--- src/verilog/dtec_pkg.sv ---
// package of constants, types and helpers for the dma transfer end control block
package dtec_pkg;

  localparam int          ADDR_W         = 24;
  localparam int          AREA_W         = 4;
  localparam int          SIZE_W         = 16;

  ////////////////////////////////////////////////////////////////////////////
  // register offsets (byte addresses)
  localparam logic [7:0]  OFS_MODE       = 8'h00;
  localparam logic [7:0]  OFS_ADDR_CTRL  = 8'h04;
  localparam logic [7:0]  OFS_SRC        = 8'h08;
  localparam logic [7:0]  OFS_DST        = 8'h0C;
  localparam logic [7:0]  OFS_SIZE       = 8'h10;
  localparam logic [7:0]  OFS_IRQ_STAT   = 8'h14;
  localparam logic [7:0]  OFS_IRQ_MASK   = 8'h18;

  ////////////////////////////////////////////////////////////////////////////
  // ext_mode_control_reg fields
  localparam int          MD_DTE         = 0;
  localparam int          MD_ESCAPE_IRQ_ENABLE        = 1;
  localparam int          MD_ESCAPE_IRQ_FLAG        = 2;
  localparam int          MD_MODE_LO     = 4;
  localparam int          MD_DUAL        = 6;
  localparam int          MD_ACT         = 7;

  // ext_address_control_reg fields
  localparam int          AC_REPEAT_END_IRQ_ENABLE       = 0;
  localparam int          AC_SOURCE_AREA_IRQ_ENABLE       = 1;
  localparam int          AC_DEST_AREA_IRQ_ENABLE       = 2;
  localparam int          AC_SAREA_LO    = 4;
  localparam int          AC_DAREA_LO    = 8;

  // interrupt status / mask bits
  localparam int          IRQ_W          = 4;
  localparam int          IS_ESCAPE      = 0;
  localparam int          IS_RPT_END     = 1;
  localparam int          IS_OVF         = 2;
  localparam int          IS_SW_STOP     = 3;

  ////////////////////////////////////////////////////////////////////////////
  // reset values
  localparam logic [1:0]        RST_MODE   = 2'h0;
  localparam logic [11:0]       RST_ACTRL  = 12'h000;
  localparam logic [ADDR_W-1:0] RST_ADDR   = 24'h000000;
  localparam logic [SIZE_W-1:0] RST_SIZE   = 16'h0001;
  localparam logic [IRQ_W-1:0]  RST_IRQ    = 4'h0;

  ////////////////////////////////////////////////////////////////////////////
  // types
  typedef enum logic [1:0] {
    XM_NORMAL  = 2'b00,
    XM_REPEAT  = 2'b01,
    XM_BLOCK   = 2'b10,
    XM_CLUSTER = 2'b11
  } dtec_mode_t;

  typedef enum logic [1:0] {
    ST_IDLE  = 2'b00,
    ST_WAIT  = 2'b01,
    ST_READ  = 2'b10,
    ST_WRITE = 2'b11
  } dtec_state_t;

  typedef struct packed {
    logic [7:0]  addr;
    logic [31:0] wdata;
    logic        wr;
    logic        rd;
  } dtec_rbus_t;

  typedef struct packed {
    logic [ADDR_W-1:0] addr;
    logic              write;
  } dtec_cyc_t;

  ////////////////////////////////////////////////////////////////////////////
  // extended repeat area helpers: area of 2**n bytes, n = 0 means no area
  function automatic logic [ADDR_W-1:0] area_mask(input logic [AREA_W-1:0] n);
    area_mask = (24'h000001 << n) - 24'h000001;
  endfunction : area_mask

  function automatic logic area_edge(input logic [ADDR_W-1:0] a, input logic [AREA_W-1:0] n);
    area_edge = (n != 4'h0) && ((a & area_mask(n)) == area_mask(n));
  endfunction : area_edge

  function automatic logic [ADDR_W-1:0] area_next(input logic [ADDR_W-1:0] a, input logic [AREA_W-1:0] n);
    if (area_edge(a, n)) begin
      area_next = a & ~area_mask(n);
    end else begin
      area_next = a + 24'h000001;
    end
  endfunction : area_next

endpackage : dtec_pkg
--- src/verilog/dtec_addr_gen.sv ---
// address counter with extended repeat area wrap and overflow detection
`timescale 1ns/1ps
module dtec_addr_gen
  import dtec_pkg::*;
(
  // clock and reset
  input  logic              ref_clk_in,
  input  logic              rst_in,
  input  logic              ce_in,
  // software load
  input  logic              load_in,
  input  logic [ADDR_W-1:0] load_val_in,
  // area and stepping
  input  logic [AREA_W-1:0] area_in,
  input  logic              adv_in,
  // result
  output logic [ADDR_W-1:0] addr_out,
  output logic              ovf_out
);

  logic [ADDR_W-1:0] addr_r;

  always_ff @(posedge ref_clk_in) begin
    if (rst_in) begin
      addr_r <= RST_ADDR;
    end else if (ce_in) begin
      if (load_in) begin
        addr_r <= load_val_in;
      end else if (adv_in) begin
        addr_r <= area_next(addr_r, area_in);
      end
    end
  end

  assign addr_out = addr_r;
  // pulse in the cycle whose step leaves the area
  assign ovf_out  = ce_in && adv_in && !load_in && area_edge(addr_r, area_in);

endmodule : dtec_addr_gen

--- src/verilog/dtec_end_ctrl.sv ---
// dma channel sequencer with transfer end control and its register port
//
// Function
// RQ1 - repeat mode with repeat irq enabled: request after repeat size ends raises repeat-end.
// RQ2 - repeat-end stops transfer, clears enable and sets escape flag together.
// RQ3 - software may set enable again after repeat-end stop; transfer then resumes.
// RQ4 - block mode: request after a finished block raises repeat-end.
// RQ5 - cluster mode: request after a finished cluster raises repeat-end.
// RQ6 - enabled area overflow stops transfer, clears enable, sets escape flag together.
// RQ7 - dual address: overflow in read still lets the following write complete.
// RQ8 - block mode: overflow stop waits for the block to finish.
// RQ9 - cluster mode: overflow stop waits for the cluster to finish.
// RQ10 - software enable clear stops after the running or accepted cycle.
// RQ11 - block mode: software enable clear waits for the running block.
// RQ12 - cluster mode: software enable clear waits for the running cluster.
// RQ13 - escape irq request is high while escape flag and its enable are set.
// RQ14 - setting enable to resume clears the escape flag automatically.
// RQ15 - apart from RQ14, escape flag clears only by writing zero after reading it as one.
`timescale 1ns/1ps
module dtec_end_ctrl
  import dtec_pkg::*;
(
  // clock, reset, enable
  input  logic       ref_clk_in,
  input  logic       rst_in,
  input  logic       ce_in,
  // register port
  input  dtec_rbus_t rbus_in,
  output logic [31:0] rdata_out,
  // transfer request and bus cycle
  input  logic       xfer_req_in,
  input  logic       bus_done_in,
  output logic       cyc_valid_out,
  output dtec_cyc_t  cyc_out,
  // status
  output logic       active_out,
  output logic       escape_irq_req_out,
  output logic       irq_out
);

  ////////////////////////////////////////////////////////////////////////////
  // register state
  logic               dte_r;
  logic               escape_irq_enable_r;
  logic               escape_irq_flag_r;
  logic               escape_irq_flag_seen_r;
  dtec_mode_t         mode_r;
  logic               dual_r;
  logic [11:0]        actrl_r;
  logic [SIZE_W-1:0]  size_r;
  logic [SIZE_W-1:0]  cnt_r;
  logic [IRQ_W-1:0]   irq_stat_r;
  logic [IRQ_W-1:0]   irq_mask_r;
  logic [31:0]        rdata_r;

  dtec_state_t        state_r;
  dtec_state_t        state_nxt;
  logic               size_done_r;
  logic               ovf_pend_r;
  dtec_cyc_t          cyc_r;

  logic               wr_mode;
  logic               wr_src;
  logic               wr_dst;
  logic               wr_size;
  logic               rd_mode;
  logic [ADDR_W-1:0]  src_addr;
  logic [ADDR_W-1:0]  dst_addr;
  logic               src_ovf;
  logic               dst_ovf;
  logic               src_ovf_hit;
  logic               dst_ovf_hit;
  logic               unit_mode;
  logic               rpt_capable;
  logic               xfer_end;
  logic               unit_last;
  logic               boundary;
  logic               stop_rpt;
  logic               stop_ovf;
  logic               stop_sw;
  logic               stop_flag;
  logic [AREA_W-1:0]  src_area;
  logic [AREA_W-1:0]  dst_area;

  ////////////////////////////////////////////////////////////////////////////
  // register decode
  assign wr_mode  = ce_in && rbus_in.wr && (rbus_in.addr == OFS_MODE);
  assign wr_src   = ce_in && rbus_in.wr && (rbus_in.addr == OFS_SRC);
  assign wr_dst   = ce_in && rbus_in.wr && (rbus_in.addr == OFS_DST);
  assign wr_size  = ce_in && rbus_in.wr && (rbus_in.addr == OFS_SIZE);
  assign rd_mode  = ce_in && rbus_in.rd && (rbus_in.addr == OFS_MODE);

  assign src_area = actrl_r[AC_SAREA_LO +: AREA_W];
  assign dst_area = actrl_r[AC_DAREA_LO +: AREA_W];

  ////////////////////////////////////////////////////////////////////////////
  // address generators
  dtec_addr_gen u_src (
    .ref_clk_in  (ref_clk_in),
    .rst_in      (rst_in),
    .ce_in       (ce_in),
    .load_in     (wr_src),
    .load_val_in (rbus_in.wdata[ADDR_W-1:0]),
    .area_in     (src_area),
    .adv_in      (bus_done_in && (state_r == ST_READ)),
    .addr_out    (src_addr),
    .ovf_out     (src_ovf)
  );

  dtec_addr_gen u_dst (
    .ref_clk_in  (ref_clk_in),
    .rst_in      (rst_in),
    .ce_in       (ce_in),
    .load_in     (wr_dst),
    .load_val_in (rbus_in.wdata[ADDR_W-1:0]),
    .area_in     (dst_area),
    .adv_in      (bus_done_in && (state_r == ST_WRITE)),
    .addr_out    (dst_addr),
    .ovf_out     (dst_ovf)
  );

  ////////////////////////////////////////////////////////////////////////////
  // end conditions
  assign src_ovf_hit = src_ovf && actrl_r[AC_SOURCE_AREA_IRQ_ENABLE];                                  // RQ6
  assign dst_ovf_hit = dst_ovf && actrl_r[AC_DEST_AREA_IRQ_ENABLE];                                  // RQ6
  assign unit_mode   = (mode_r == XM_BLOCK) || (mode_r == XM_CLUSTER);
  assign rpt_capable = (mode_r != XM_NORMAL);
  assign unit_last   = (cnt_r == 16'h0001);
  // a transfer ends after its write, or after its only cycle in single address mode
  assign xfer_end    = ce_in && bus_done_in &&
                       ((state_r == ST_WRITE) || ((state_r == ST_READ) && !dual_r));  // RQ7
  // in block and cluster mode only the last transfer of a unit is a stop point
  assign boundary    = xfer_end && (!unit_mode || unit_last);                         // RQ8 RQ9 RQ11 RQ12
  assign stop_rpt    = ce_in && (state_r == ST_WAIT) && dte_r && xfer_req_in &&
                       size_done_r && rpt_capable && actrl_r[AC_REPEAT_END_IRQ_ENABLE];               // RQ1 RQ4 RQ5
  assign stop_ovf    = boundary && (ovf_pend_r || src_ovf_hit || dst_ovf_hit);        // RQ6
  assign stop_sw     = boundary && !stop_ovf && !dte_r;                               // RQ10
  assign stop_flag   = stop_rpt || stop_ovf;

  ////////////////////////////////////////////////////////////////////////////
  // sequencer
  always_comb begin
    state_nxt = state_r;
    case (state_r)
      ST_IDLE: begin
        if (dte_r) begin
          state_nxt = ST_WAIT;                                                        // RQ3
        end
      end
      ST_WAIT: begin
        if (!dte_r || stop_rpt) begin
          state_nxt = ST_IDLE;                                                        // RQ2
        end else if (xfer_req_in) begin
          state_nxt = ST_READ;
        end
      end
      ST_READ: begin
        if (bus_done_in && dual_r) begin
          state_nxt = ST_WRITE;                                                       // RQ7
        end else if (bus_done_in) begin
          state_nxt = (stop_ovf || stop_sw) ? ST_IDLE : (boundary ? ST_WAIT : ST_READ);
        end
      end
      ST_WRITE: begin
        if (bus_done_in) begin
          state_nxt = (stop_ovf || stop_sw) ? ST_IDLE : (boundary ? ST_WAIT : ST_READ);
        end
      end
      default: begin
        state_nxt = ST_IDLE;
      end
    endcase
  end

  always_ff @(posedge ref_clk_in) begin
    if (rst_in) begin
      state_r <= ST_IDLE;
    end else if (ce_in) begin
      state_r <= state_nxt;
    end
  end

  // bus cycle descriptor, loaded as each cycle begins
  always_ff @(posedge ref_clk_in) begin
    if (rst_in) begin
      cyc_r <= '0;
    end else if (ce_in) begin
      if ((state_nxt == ST_READ) && ((state_r != ST_READ) || bus_done_in)) begin
        cyc_r.addr  <= (state_r == ST_READ) ? area_next(src_addr, src_area) : src_addr;
        cyc_r.write <= 1'b0;
      end else if ((state_nxt == ST_WRITE) && (state_r != ST_WRITE)) begin
        cyc_r.addr  <= dst_addr;
        cyc_r.write <= 1'b1;
      end
    end
  end

  // transfer counter for repeat, block and cluster size
  always_ff @(posedge ref_clk_in) begin
    if (rst_in) begin
      cnt_r <= RST_SIZE;
    end else if (ce_in) begin
      if (wr_size) begin
        cnt_r <= rbus_in.wdata[SIZE_W-1:0];
      end else if (xfer_end && rpt_capable) begin
        cnt_r <= unit_last ? size_r : cnt_r - 16'h0001;
      end
    end
  end

  // a finished repeat, block or cluster waits for the next request
  always_ff @(posedge ref_clk_in) begin
    if (rst_in) begin
      size_done_r <= 1'b0;
    end else if (ce_in) begin
      if (xfer_end && rpt_capable && unit_last) begin
        size_done_r <= 1'b1;
      end else if (stop_rpt || ((state_r == ST_WAIT) && xfer_req_in && dte_r)) begin
        size_done_r <= 1'b0;
      end
    end
  end

  // overflow held until the unit boundary
  always_ff @(posedge ref_clk_in) begin
    if (rst_in) begin
      ovf_pend_r <= 1'b0;
    end else if (ce_in) begin
      if (boundary || (state_r == ST_IDLE)) begin
        ovf_pend_r <= 1'b0;
      end else if (src_ovf_hit || dst_ovf_hit) begin
        ovf_pend_r <= 1'b1;                                                           // RQ8 RQ9
      end
    end
  end

  ////////////////////////////////////////////////////////////////////////////
  // transfer enable and escape flag
  always_ff @(posedge ref_clk_in) begin
    if (rst_in) begin
      dte_r <= 1'b0;
    end else if (ce_in) begin
      if (stop_flag) begin
        dte_r <= 1'b0;                                                                // RQ2 RQ6
      end else if (wr_mode) begin
        dte_r <= rbus_in.wdata[MD_DTE];                                               // RQ3 RQ10
      end
    end
  end

  always_ff @(posedge ref_clk_in) begin
    if (rst_in) begin
      escape_irq_flag_r <= 1'b0;
    end else if (ce_in) begin
      if (stop_flag) begin
        escape_irq_flag_r <= 1'b1;                                                               // RQ2 RQ6
      end else if (wr_mode && rbus_in.wdata[MD_DTE]) begin
        escape_irq_flag_r <= 1'b0;                                                               // RQ14
      end else if (wr_mode && !rbus_in.wdata[MD_ESCAPE_IRQ_FLAG] && escape_irq_flag_seen_r) begin
        escape_irq_flag_r <= 1'b0;                                                               // RQ15
      end
    end
  end

  always_ff @(posedge ref_clk_in) begin
    if (rst_in) begin
      escape_irq_flag_seen_r <= 1'b0;
    end else if (ce_in) begin
      if (!escape_irq_flag_r || wr_mode) begin
        escape_irq_flag_seen_r <= 1'b0;
      end else if (rd_mode) begin
        escape_irq_flag_seen_r <= 1'b1;                                                          // RQ15
      end
    end
  end

  ////////////////////////////////////////////////////////////////////////////
  // configuration registers
  always_ff @(posedge ref_clk_in) begin
    if (rst_in) begin
      escape_irq_enable_r  <= 1'b0;
      mode_r  <= XM_NORMAL;
      dual_r  <= 1'b0;
      actrl_r <= RST_ACTRL;
      size_r  <= RST_SIZE;
    end else if (ce_in) begin
      if (wr_mode) begin
        escape_irq_enable_r <= rbus_in.wdata[MD_ESCAPE_IRQ_ENABLE];
      end
      // mode and addressing change only while no transfer is running
      if (wr_mode && !active_out) begin
        mode_r <= dtec_mode_t'(rbus_in.wdata[MD_MODE_LO +: 2]);
        dual_r <= rbus_in.wdata[MD_DUAL];
      end
      if (ce_in && rbus_in.wr && (rbus_in.addr == OFS_ADDR_CTRL)) begin
        actrl_r <= rbus_in.wdata[11:0];
      end
      if (wr_size) begin
        size_r <= rbus_in.wdata[SIZE_W-1:0];
      end
    end
  end

  ////////////////////////////////////////////////////////////////////////////
  // interrupt status and mask
  always_ff @(posedge ref_clk_in) begin
    if (rst_in) begin
      irq_stat_r <= RST_IRQ;
      irq_mask_r <= RST_IRQ;
    end else if (ce_in) begin
      // a new event wins over a write-one clear in the same cycle
      irq_stat_r <= (irq_stat_r &
                     ~((rbus_in.wr && (rbus_in.addr == OFS_IRQ_STAT)) ? rbus_in.wdata[IRQ_W-1:0] : RST_IRQ)) |
                    {stop_sw, stop_ovf, stop_rpt, stop_flag};
      if (rbus_in.wr && (rbus_in.addr == OFS_IRQ_MASK)) begin
        irq_mask_r <= rbus_in.wdata[IRQ_W-1:0];
      end
    end
  end

  ////////////////////////////////////////////////////////////////////////////
  // read data, valid only in the cycle after the strobe
  always_ff @(posedge ref_clk_in) begin
    if (rst_in) begin
      rdata_r <= 32'h00000000;
    end else if (ce_in) begin
      rdata_r <= 32'h00000000;
      if (rbus_in.rd) begin
        if (rbus_in.addr == OFS_MODE) begin
          rdata_r[MD_DTE]           <= dte_r;
          rdata_r[MD_ESCAPE_IRQ_ENABLE]          <= escape_irq_enable_r;
          rdata_r[MD_ESCAPE_IRQ_FLAG]          <= escape_irq_flag_r;
          rdata_r[MD_MODE_LO +: 2]  <= mode_r;
          rdata_r[MD_DUAL]          <= dual_r;
          rdata_r[MD_ACT]           <= active_out;
        end else if (rbus_in.addr == OFS_ADDR_CTRL) begin
          rdata_r[11:0]             <= actrl_r;
        end else if (rbus_in.addr == OFS_SRC) begin
          rdata_r[ADDR_W-1:0]       <= src_addr;
        end else if (rbus_in.addr == OFS_DST) begin
          rdata_r[ADDR_W-1:0]       <= dst_addr;
        end else if (rbus_in.addr == OFS_SIZE) begin
          rdata_r[SIZE_W-1:0]       <= size_r;
        end else if (rbus_in.addr == OFS_IRQ_STAT) begin
          rdata_r[IRQ_W-1:0]        <= irq_stat_r;
        end else if (rbus_in.addr == OFS_IRQ_MASK) begin
          rdata_r[IRQ_W-1:0]        <= irq_mask_r;
        end
      end
    end
  end

  ////////////////////////////////////////////////////////////////////////////
  // outputs
  assign rdata_out          = rdata_r;
  assign cyc_valid_out      = (state_r == ST_READ) || (state_r == ST_WRITE);
  assign cyc_out            = cyc_r;
  assign active_out         = cyc_valid_out;
  assign escape_irq_req_out = escape_irq_flag_r && escape_irq_enable_r;                                       // RQ13
  assign irq_out            = |(irq_stat_r & irq_mask_r);

endmodule : dtec_end_ctrl

--- config.mk ---
export PLATFORM = sky130hd
export DESIGN_NAME = dtec_end_ctrl
export DESIGN_NICKNAME = d
export VERILOG_FILES = /design/src/verilog/dtec_pkg.sv /design/src/verilog/dtec_addr_gen.sv /design/src/verilog/dtec_end_ctrl.sv
export SDC_FILE = /design/constraint.sdc
export NUM_CORES = 1
export LEC_CHECK = 0
export BUFFER_PORTS_ARGS = -buffer_cell sky130_fd_sc_hd__buf_2
export CAP_MARGIN = 20
export CELL_PAD_IN_SITES_DETAIL_PLACEMENT = 0
export CELL_PAD_IN_SITES_GLOBAL_PLACEMENT = 1
export CORE_MARGIN = 3
export CORE_UTILIZATION = 44
export CTS_BUF_LIST = sky130_fd_sc_hd__clkbuf_2
export CTS_CLUSTER_DIAMETER = 120
export DETAILED_ROUTE_END_ITERATION = 10
export GPL_TIMING_DRIVEN = 0
export PLACE_DENSITY_LB_ADDON = 0.3
export SLEW_MARGIN = 40
export SYNTH_ARGS = -nofsm -noshare
export SYNTH_HDL_FRONTEND = slang
export SYNTH_SLANG_ARGS = --single-unit
--- constraint.sdc ---
create_clock -name ref_clk_in -period 4.15 [get_ports ref_clk_in]
set_clock_uncertainty 0.15 [all_clocks]
set_input_delay 0.2075 -clock ref_clk_in [delete_from_list [all_inputs] [get_ports ref_clk_in]]
set_output_delay 0.2075 -clock ref_clk_in [all_outputs]
set_load 0.1 [all_outputs]
==> impl_metrics.ini, run 1 <==
[global_route]
grt-ovfl-total = 0
grt_usage = 0.360
grt_pass1_vias = 10310
antenna_found_initial = 2
grt_pass1_wl_mm = 65.6
grt_max_degree = 17

[layout]
fillers = 2141
seq_area_sq_mm = 0.00321
drive_gt1_frac = 0.135
postLayoutCellArea_sq_mm = 0.0114
syn_to_final_growth_pct = 17.5
multi_input_area_sq_mm = 0.00600
finalNetCount = 1565

[worst_setup_path]
slowest_stage = or4_4
criticalPathCategory = reg -> reg
slowest_delay_ns = 0.49
cpLargestDelayFamily = simple AND/OR/NAND/NOR gates
crit_required_ns = 4.69
cp.depth = 13
r2r_cells = 13
rr_endpoint = cyc_out[7]
r2r-start = cnt_r[12]
crit_chain = or2_1 > or4_4 > or4_4 > buf_6 > a21o_1 > o211a_1 > clkbuf_1 > a21boi_0 > a21o_1 > buf_6 > buf_2 > nand3_1 > o31ai_1
crit_arrival_ns = 4.57
worstSetupEndpointType = flip-flop
cp_num_buf_inv = 4
path_max_fanout = 10
cp-start-kind = flip-flop
r2r_slack_ns = 0.12

[synthesis]
synth_mux_area_frac = 0.00776
synth_top_family_by_area = compound AO/OA/AOI/OAI gates
synth_compound_area_frac = 0.301
synth_top_cells_by_count = nand2_1 (185), dfxtp_1 (160), a21oi_1 (153)
synth.most_common_cell = nand2_1
synthArstFlopShare = 0
ys_ff_latch = 160
synth_area_leaders = dfxtp_1 (33%), a21oi_1 (7.9%), nand2_1 (7.2%)
ys_seq_area_frac = 0.331
syn_area_per_cell_sq_um = 7.14
synth-simple-area-share = 0.261
synth_xor_area_frac = 0.0244
synthCells = 1355
synth_edf_count = 0
synth_ff_type = dfxtp_1
synth.distinct_cells = 73
syn_area_sq_mm = 0.00967
synthAdderAreaFrac = 0.00776
synth_top_area_frac = 0.331
ys.warnings.count = 0
yosys.area.top_type = dfxtp_1

[timing]
post-route-period-util = 0.972
final_hold_viol_count = 0
worst_pin_slew_ns = 0.906
fmax_mhz = 248
drv_slew = 0
min_period_ns = 4.03
rsz0062_at_grt = false
relSlewSlack = 0.396
finalSetupViolCount = 0
hold_ws_ns = 0.0980

[routing]
route.detailed.drc = 0
wl_per_cell_um = 24.7
vias = 11609
firstDrtPassIters = 9
drt_iter0_drc = 1763
drt_wl_total_mm = 44.5
postRouteAntennaNets = 0
viasPerCell = 6.45

[place]
hpwl_mm = 32.6
port_buffers = 89
dpl_cell_area_sq_mm = 0.0105
gp_congestion = 1.01

[floorplanning]
initial_core_util = 0.454
rows = 53
io_pins = 108
dieArea_sq_mm = 0.0238
fp.coreArea_sq_mm = 0.0213
die_w_um = 154
die-height_um = 154

[flow_run]
cap_violations = 0

[hold_path]
hold_end = u_dst.addr_out[17]
min_from = rbus_in[19]
whs_path_depth = 4
hp-class = in -> reg

[clock_tree]
clk_latency_ns = 0.78
cts_root_buf = clkbuf_2
numCtsBuffers = 17
h-tree-depth = 4
cts.sinks = 160
cts_max_path_buffers = 2
path_clk_slew_ns = 0.29
tritoncts = yes

[power_and_ir_drop]
p_leak_uw = 0.00383
powerDensity_mw_per_mm2 = 247
vdd_drop_max_v = 0.000173

[run_status]
outcome = finished clean
-- through the flow --
| step | power, uW | setup TNS [ns] | instances | util | worst slack, ns |
|---|---|---|---|---|---|
| global placement | 1810 | -29.01 | 1726 | 0.493 | -0.845 |
| finish | 2800 | 0 | 1801 | 0.534 | 0.118 |
| floorplan | 1710 | 0 | 1362 | - | 0.303 |
| CTS | 2790 | 0 | 1800 | 0.530 | 0.0151 |
| global route | 2890 | 0 | 1801 | 0.534 | 0.00216 |
| detailed placement | 1810 | -26.66 | 1727 | 0.494 | -0.803 |
-- worst register-to-register path, cell delays in order (launching register included) --
cell and delay [ns]:
dfxtp_1 0.44, or2_1 0.26, or4_4 0.44, or4_4 0.49
buf_6 0.16, a21o_1 0.23, o211a_1 0.12, clkbuf_1 0.26
a21boi_0 0.49, a21o_1 0.25, buf_6 0.18, buf_2 0.26
nand3_1 0.11, o31ai_1 0.10
-- worst max-delay path by stage --
stage / slack [ns] / from / endpoint
finish: 0.12 / cnt_r[12] / cyc_out[7]
global route: 0.002 / cnt_r[12] / cyc_out[17]
floorplan: 0.30 / actrl_r[6] / cyc_out[11]
detailed placement: -0.80 / actrl_r[6] / cyc_out[11]
global placement: -0.84 / actrl_r[6] / cyc_out[11]
CTS: 0.02 / actrl_r[9] / cyc_out[7]
-- sequential cells by signal (all words and copies together) (netlist names), 2 cells and up --
signal          flops
cyc_out            25
rdata_out          24
u_dst.addr_out     24
u_src.addr_out     24
cnt_r              16
size_r             16
actrl_r            12
irq_mask_r          4
irq_stat_r          4
mode_r              2
state_r             2
-- routing by layer --
layer	track usage	share of wire	routed length, um	vias to the layer above
li1	-	-	-	5233
met1	0.500	0.40	17900	5453
met2	0.524	0.42	18800	788
met3	0.114	0.13	5850	133
met4	0.135	0.045	2000	2
met5	0	0.00013	6	-
-- cells in the final DEF, fill, tap and decap left out, drive strengths merged, types with 43 or more instances in the layout --
master	n
nor2	140
a21oi	156
dlygate4sd3	43
nand3	46
a22oi	43
o21ai	79
nand2	185
buf	113
clkbuf	119
nor3	69
dfxtp	160
-- final cells by class --
class,count,area share
repair buffers,135,0.0786
multi-input cells,1048,0.528
clock buffers,17,0.00748
clock inverters,15,0.0153
flip-flops and latches,160,0.282
plain buffers,123,0.0491
well taps,275,0.0303
inverters,27,0.00891
diodes,1,0.000220
-- logic make-up after synthesis --
logic type | after synthesis
simple gates | 547
compound gates | 453
flops | 160
buf+inv | 154
xor+xnor | 27
mux | 7
fa+ha+maj | 6
other cells | 1
-- repair_timing --
item	4_1_cts	5_1_grt
resized for setup	26	26
pin swaps	1	0
setup buffers	0	1
hold endpoints to repair	125	0
hold buffers	43	0
endpoints found under the setup margin	73	42
-- where the power goes --
part           leakage (uW)  switching, uW  internal [uW]
Sequential          0.00129           8.08           1550
Combinational       0.00239            191           73.7
Clock              0.000154            679            301
Total               0.00383            878           1930
No activity file was read; power rests on OpenSTA's default activity.
==> run 2: changes to the inputs <==
--- a/config.mk
+++ b/config.mk
@@ -5,12 +5,13 @@
 export SDC_FILE = /design/constraint.sdc
 export NUM_CORES = 1
 export LEC_CHECK = 0
+export ABC_AREA = 1
 export BUFFER_PORTS_ARGS = -buffer_cell sky130_fd_sc_hd__buf_2
 export CAP_MARGIN = 20
 export CELL_PAD_IN_SITES_DETAIL_PLACEMENT = 0
 export CELL_PAD_IN_SITES_GLOBAL_PLACEMENT = 1
 export CORE_MARGIN = 3
-export CORE_UTILIZATION = 44
+export CORE_UTILIZATION = 43
 export CTS_BUF_LIST = sky130_fd_sc_hd__clkbuf_2
 export CTS_CLUSTER_DIAMETER = 120
 export DETAILED_ROUTE_END_ITERATION = 10
==> impl_metrics.ini, run 2 <==
[global_route]
grt_pass1_wl_mm = 65.5
antenna_found_initial = 1
grt_max_degree = 17
grt-ovfl-total = 0
grt_pass1_vias = 11233
grt_usage = 0.326

[synthesis]
syn_area_sq_mm = 0.0104
ys_ff_latch = 160
synthArstFlopShare = 0
syn_area_per_cell_sq_um = 6.30
ys.warnings.count = 0
synth_area_leaders = dfxtp_1 (31%), nand2_1 (16%), a21oi_1 (5.8%)
synthCells = 1653
synth_top_cells_by_count = nand2_1 (450), dfxtp_1 (160), inv_1 (152)
synth_top_area_frac = 0.308
ys_seq_area_frac = 0.308
synth.distinct_cells = 55
synth_edf_count = 0
synth.most_common_cell = nand2_1
synth_ff_type = dfxtp_1
yosys.area.top_type = dfxtp_1

[worst_setup_path]
crit_arrival_ns = 4.42
cpLargestDelayFamily = simple AND/OR/NAND/NOR gates
crit_path_frequent_cell = nor2_1
cp-start-kind = flip-flop
path_max_fanout = 10
cp_num_buf_inv = 2
crit_chain = buf_4 > nor2_2 > nand2_1 > ha_1 > nor2_1 > nor2_1 > nand3_1 > nor2_1 > nand3_1 > nor2_1 > nand2_2 > nor2_8 > nand3_2 > nand4_1 > nand2_1 > nand2_4 > nand4_4 > clkbuf_1 > o21ai_0 > nor2_1 > nor2_1
slowest_stage = dfxtp_1
criticalPathCategory = reg -> reg
slowest_delay_ns = 0.36
crit_required_ns = 4.72
worstSetupEndpointType = flip-flop

[layout]
finalNetCount = 1869
postLayoutCellArea_sq_mm = 0.0120
syn_to_final_growth_pct = 15.1
largest_register_ffs = 25
drive_gt1_frac = 0.117
utilization = 0.508
final_cell_mix = nand2_1 (450), dfxtp_1 (160), inv_1 (152)
final_cells = 2149
final_common_cell = nand2_1

[clock_tree]
post_cts_buffers = 0
cts_root_buf = clkbuf_2
cts.sinks = 160
clk_latency_ns = 0.81
cts_hold_buf = 46
cts_max_path_buffers = 2
h-tree-depth = 4
tritoncts = yes
postCtsResizedCells = 0
numCtsBuffers = 17
path_clk_slew_ns = 0.26

[routing]
viasPerCell = 5.71
route.detailed.drc = 0
postRouteAntennaNets = 0
drt_wl_total_mm = 43.5
wl_per_cell_um = 20.3
vias = 12278
firstDrtPassIters = 6
drt_iter0_drc = 1479

[floorplanning]
die-height_um = 162
die_w_um = 162
rows = 56
dieArea_sq_mm = 0.0261
fp.coreArea_sq_mm = 0.0236
initial_core_util = 0.441
io_pins = 108

[power_and_ir_drop]
vdd_drop_max_v = 0.000132
p_leak_uw = 0.00460
comb_power_share = 0.135
pwr-share-clk = 0.309
internal-power_uw = 1880
powerDensity_mw_per_mm2 = 235
p_sw_uw = 937
swShare = 0.333
seqPwrFrac = 0.556

[place]
dpl_cell_area_sq_mm = 0.0113
dp.cells = 2069
port_buffers = 90
hpwl_mm = 34.1
gp_congestion = 0.992
dp_slack_ns = 0.438

[flow_run]
cap_violations = 0

[timing]
fmax_mhz = 260
post-route-period-util = 0.927
rsz0062_at_grt = false
setup_tns_ns = 0
worst_pin_slew_ns = 0.842
min_period_ns = 3.85
final_hold_viol_count = 0
drv_slew = 0
finalSetupViolCount = 0
finalWorstSetupSlack_ns = 0.303
relSlewSlack = 0.437

[hold_path]
hp-class = in -> reg

[run_status]
outcome = finished clean
-- run 2: changes by cell type after synthesis, moves of 34 or more --
cell,before,now
nand2_1,185,450
a31oi_1,24,58
a22oi_1,43,2
inv_1,26,152
a211oi_1,41,1
clkbuf_1,105,53
-- run 2: final timing paths --
check | start | to | depth (start not counted) | slack, ns
min | rbus_in[35] | u_dst.addr_out[18] | 7 | 0.08
max reg2reg | actrl_r[11] | cyc_out[4] | 21 | 0.30
min reg2reg | cyc_out[0] | cyc_out[0] | 2 | 0.32
max | actrl_r[11] | cyc_out[4] | 21 | 0.30
-- run 2: per-layer routing --
layer / track usage / part of all wire / routed length, um / vias to the layer above
met1: 0.447 / 0.42 / 18300 / 5683
li1: - / - / - / 5850
met3: 0.0469 / 0.091 / 3970 / 100
met5: 0 / 0 / 0 / -
met2: 0.519 / 0.45 / 19500 / 645
met4: 0.125 / 0.039 / 1700 / 0
-- run 2: cells by family (layout without fill, tap and decap cells) --
group	count (synthesis)	count (layout)	synth area share
mux	1	1	0.000961
buf+inv	257	426	0.103
simple gates	827	827	0.350
xor+xnor	28	28	0.0236
fa+ha+maj	6	6	0.00721
other cells	1	9	0.000360
flops	160	160	0.308
compound gates	373	373	0.207
-- run 2: stage by stage --
| step | hold slack [ns] | power, uW |
|---|---|---|
| global route | 0.0794 | 2900 |
| floorplan | 0.192 | 1830 |
| finish | 0.0751 | 2810 |
| global placement | 0.298 | 1930 |
| detailed placement | 0.302 | 1930 |
| CTS | 0.0469 | 2810 |
-- run 2: layout make-up --
class	count	area, sq um
Antenna cell	1	2.50
Buffer	84	425
Clock buffer	17	85.1
Clock inverter	15	135
Fill cell	2558	11600
Inverter	173	652
Multi-Input combinational cell	1243	6160
Sequential cell	160	3200
Tap cell	319	399
Timing Repair Buffer	137	922
-- run 2: worst min-delay path: cells and delay by family --
kind                   cells  cell delay [ns]
and+or+nand+nor            4             0.36
AOI/OAI and AO/OA          2             0.32
buffers and inverters      1             0.08
-- run 2: power by group through the flow --
stage | clock network (uW) | logic (uW) | registers, uW
finish | 870 | 380 | 1560
global route | 932 | 397 | 1570
CTS | 870 | 372 | 1560
detailed placement | 0 | 343 | 1590
global placement | 0 | 342 | 1590
floorplan | 0 | 164 | 1660
==> run 3: changes to the inputs <==
--- a/config.mk
+++ b/config.mk
@@ -17,6 +17,7 @@
 export DETAILED_ROUTE_END_ITERATION = 10
 export GPL_TIMING_DRIVEN = 0
 export PLACE_DENSITY_LB_ADDON = 0.3
+export RECOVER_POWER = 50
 export SLEW_MARGIN = 40
 export SYNTH_ARGS = -nofsm -noshare
 export SYNTH_HDL_FRONTEND = slang
==> impl_metrics.ini, run 3 (synthesis gave the netlist of run 2 again) <==
[layout]
largest_register_ffs = 25
final_cells = 2149
final_common_cell = nand2_1
final_cell_mix = nand2_1 (450), dfxtp_1 (160), inv_1 (152)
finalNetCount = 1869
syn_to_final_growth_pct = 14.4
drive_gt1_frac = 0.0864

[worst_setup_path]
cp-start-kind = flip-flop
r2r-start = actrl_r[11]
crit_arrival_ns = 4.42
slowest_delay_ns = 0.36
worstSetupEndpointType = flip-flop
rr_endpoint = cyc_out[6]
cpLargestDelayFamily = simple AND/OR/NAND/NOR gates
cp_num_buf_inv = 2
r2r_cells = 21
r2r_slack_ns = 0.29
slowest_stage = dfxtp_1
path_max_fanout = 10
criticalPathCategory = reg -> reg
crit_chain = buf_4 > nor2_2 > nand2_1 > ha_1 > nor2_1 > nor2_1 > nand3_1 > nor2_1 > nand3_1 > nor2_1 > nand2_2 > nor2_8 > nand3_2 > nand4_1 > nand2_1 > nand2_4 > nand4_4 > clkbuf_1 > o21ai_0 > nor2_1 > nor2_1
crit_required_ns = 4.72
crit_path_frequent_cell = nor2_1

[clock_tree]
tritoncts = yes
cts.sinks = 160
postCtsResizedCells = 0
cts_hold_buf = 46
h-tree-depth = 4
cts_max_path_buffers = 2
clk_latency_ns = 0.80
cts_root_buf = clkbuf_2
post_cts_buffers = 0
numCtsBuffers = 17
path_clk_slew_ns = 0.25

[timing]
setup_tns_ns = 0
post-route-period-util = 0.929
finalSetupViolCount = 0
relSlewSlack = 0.203
fmax_mhz = 259
rsz0062_at_grt = false
min_period_ns = 3.86
worst_pin_slew_ns = 1.20
drv_slew = 0
finalWorstSetupSlack_ns = 0.294
final_hold_viol_count = 0

[floorplanning]
die_w_um = 162
io_pins = 108
fp.coreArea_sq_mm = 0.0236
rows = 56
initial_core_util = 0.441
die-height_um = 162
dieArea_sq_mm = 0.0261

[global_route]
grt_pass1_wl_mm = 65.5
grt_max_degree = 17
grt.busiest_layer = met2
grt_use_met2 = 0.519
grt-ovfl-total = 0
grtUsageMet3 = 0.0469
grt_pass1_vias = 11233
antenna_found_initial = 1
grt_usage = 0.326
use_met1 = 0.447

[place]
gp_congestion = 0.992
port_buffers = 90
hpwl_mm = 34.1
dp_slack_ns = 0.438
dp.cells = 2069

[hold_path]
hold_end = u_dst.addr_out[18]
hp-class = in -> reg
whs_path_depth = 7
min_from = rbus_in[35]

[power_and_ir_drop]
pwr-share-clk = 0.309
vdd_drop_max_v = 0.000131
seqPwrFrac = 0.557
internal-power_uw = 1870
powerDensity_mw_per_mm2 = 236
swShare = 0.333
comb_power_share = 0.134
p_leak_uw = 0.00437
p_sw_uw = 935

[routing]
vias = 12243
drt_iter0_drc = 1363
postRouteAntennaNets = 0
route.detailed.drc = 0
drt_wl_total_mm = 43.5
firstDrtPassIters = 8
viasPerCell = 5.70
wl_per_cell_um = 20.2

[flow_run]
cap_violations = 0

[run_status]
outcome = finished clean
## run 3: cell types whose count changed in the layout (fill, tap and decap cells not counted), sizes merged
cell	previous run	this run
clkbuf	70	124
buf	122	68
## run 3: tightest hold or removal path, delay by kind of cell
family | cells | cell delay [ns]
buffers and inverters | 1 | 0.08
AND/OR/NAND/NOR | 4 | 0.35
AO/OA/AOI/OAI | 2 | 0.32
## run 3: area by class of cell
class,count,area [sq um]
Clock inverter,15,135
Inverter,173,652
Sequential cell,160,3200
Tap cell,319,399
Buffer,84,425
Timing Repair Buffer,137,856
Clock buffer,17,85.1
Fill cell,2586,11700
Antenna cell,1,2.50
Multi-Input combinational cell,1243,6150
## run 3: how the worst max path moves through the flow
stage / start / end / slack [ns] / cells past startpoint
after floorplan: actrl_r[11] / cyc_out[21] / 1.25 / 24
after global placement: actrl_r[11] / cyc_out[2] / 0.40 / 21
after detailed placement: actrl_r[11] / cyc_out[6] / 0.44 / 21
after CTS: actrl_r[11] / cyc_out[6] / 0.35 / 21
after global routing: actrl_r[6] / cyc_out[3] / 0.12 / 23
final: actrl_r[11] / cyc_out[6] / 0.29 / 21
## run 3: metal layers
| metal | wire (um) | vias to the layer above | share of wire |
|---|---|---|---|
| met3 | 3710 | 92 | 0.085 |
| met2 | 19400 | 614 | 0.45 |
| li1 | - | 5852 | - |
| met1 | 18700 | 5685 | 0.43 |
| met4 | 1740 | 0 | 0.040 |
| met5 | 0 | - | 0 |
## run 3: power groups by stage
stage / Sequential [uW] / Clock, uW / Combinational [uW]
CTS: 1560 / 870 / 372
floorplan: 1660 / 0 / 164
detailed placement: 1590 / 0 / 343
global route: 1570 / 932 / 394
global placement: 1590 / 0 / 342
finish: 1560 / 867 / 377
## run 3: stage by stage
stage	util	total power (uW)	hold slack, ns	instance area [sq um]
after detailed placement	0.478	1930	0.302	11300
after floorplan	-	1830	0.192	10400
after global placement	0.478	1930	0.298	11300
after global routing	0.504	2890	0.0794	11900
final	0.504	2810	0.0789	11900
after CTS	0.507	2810	0.0469	12000
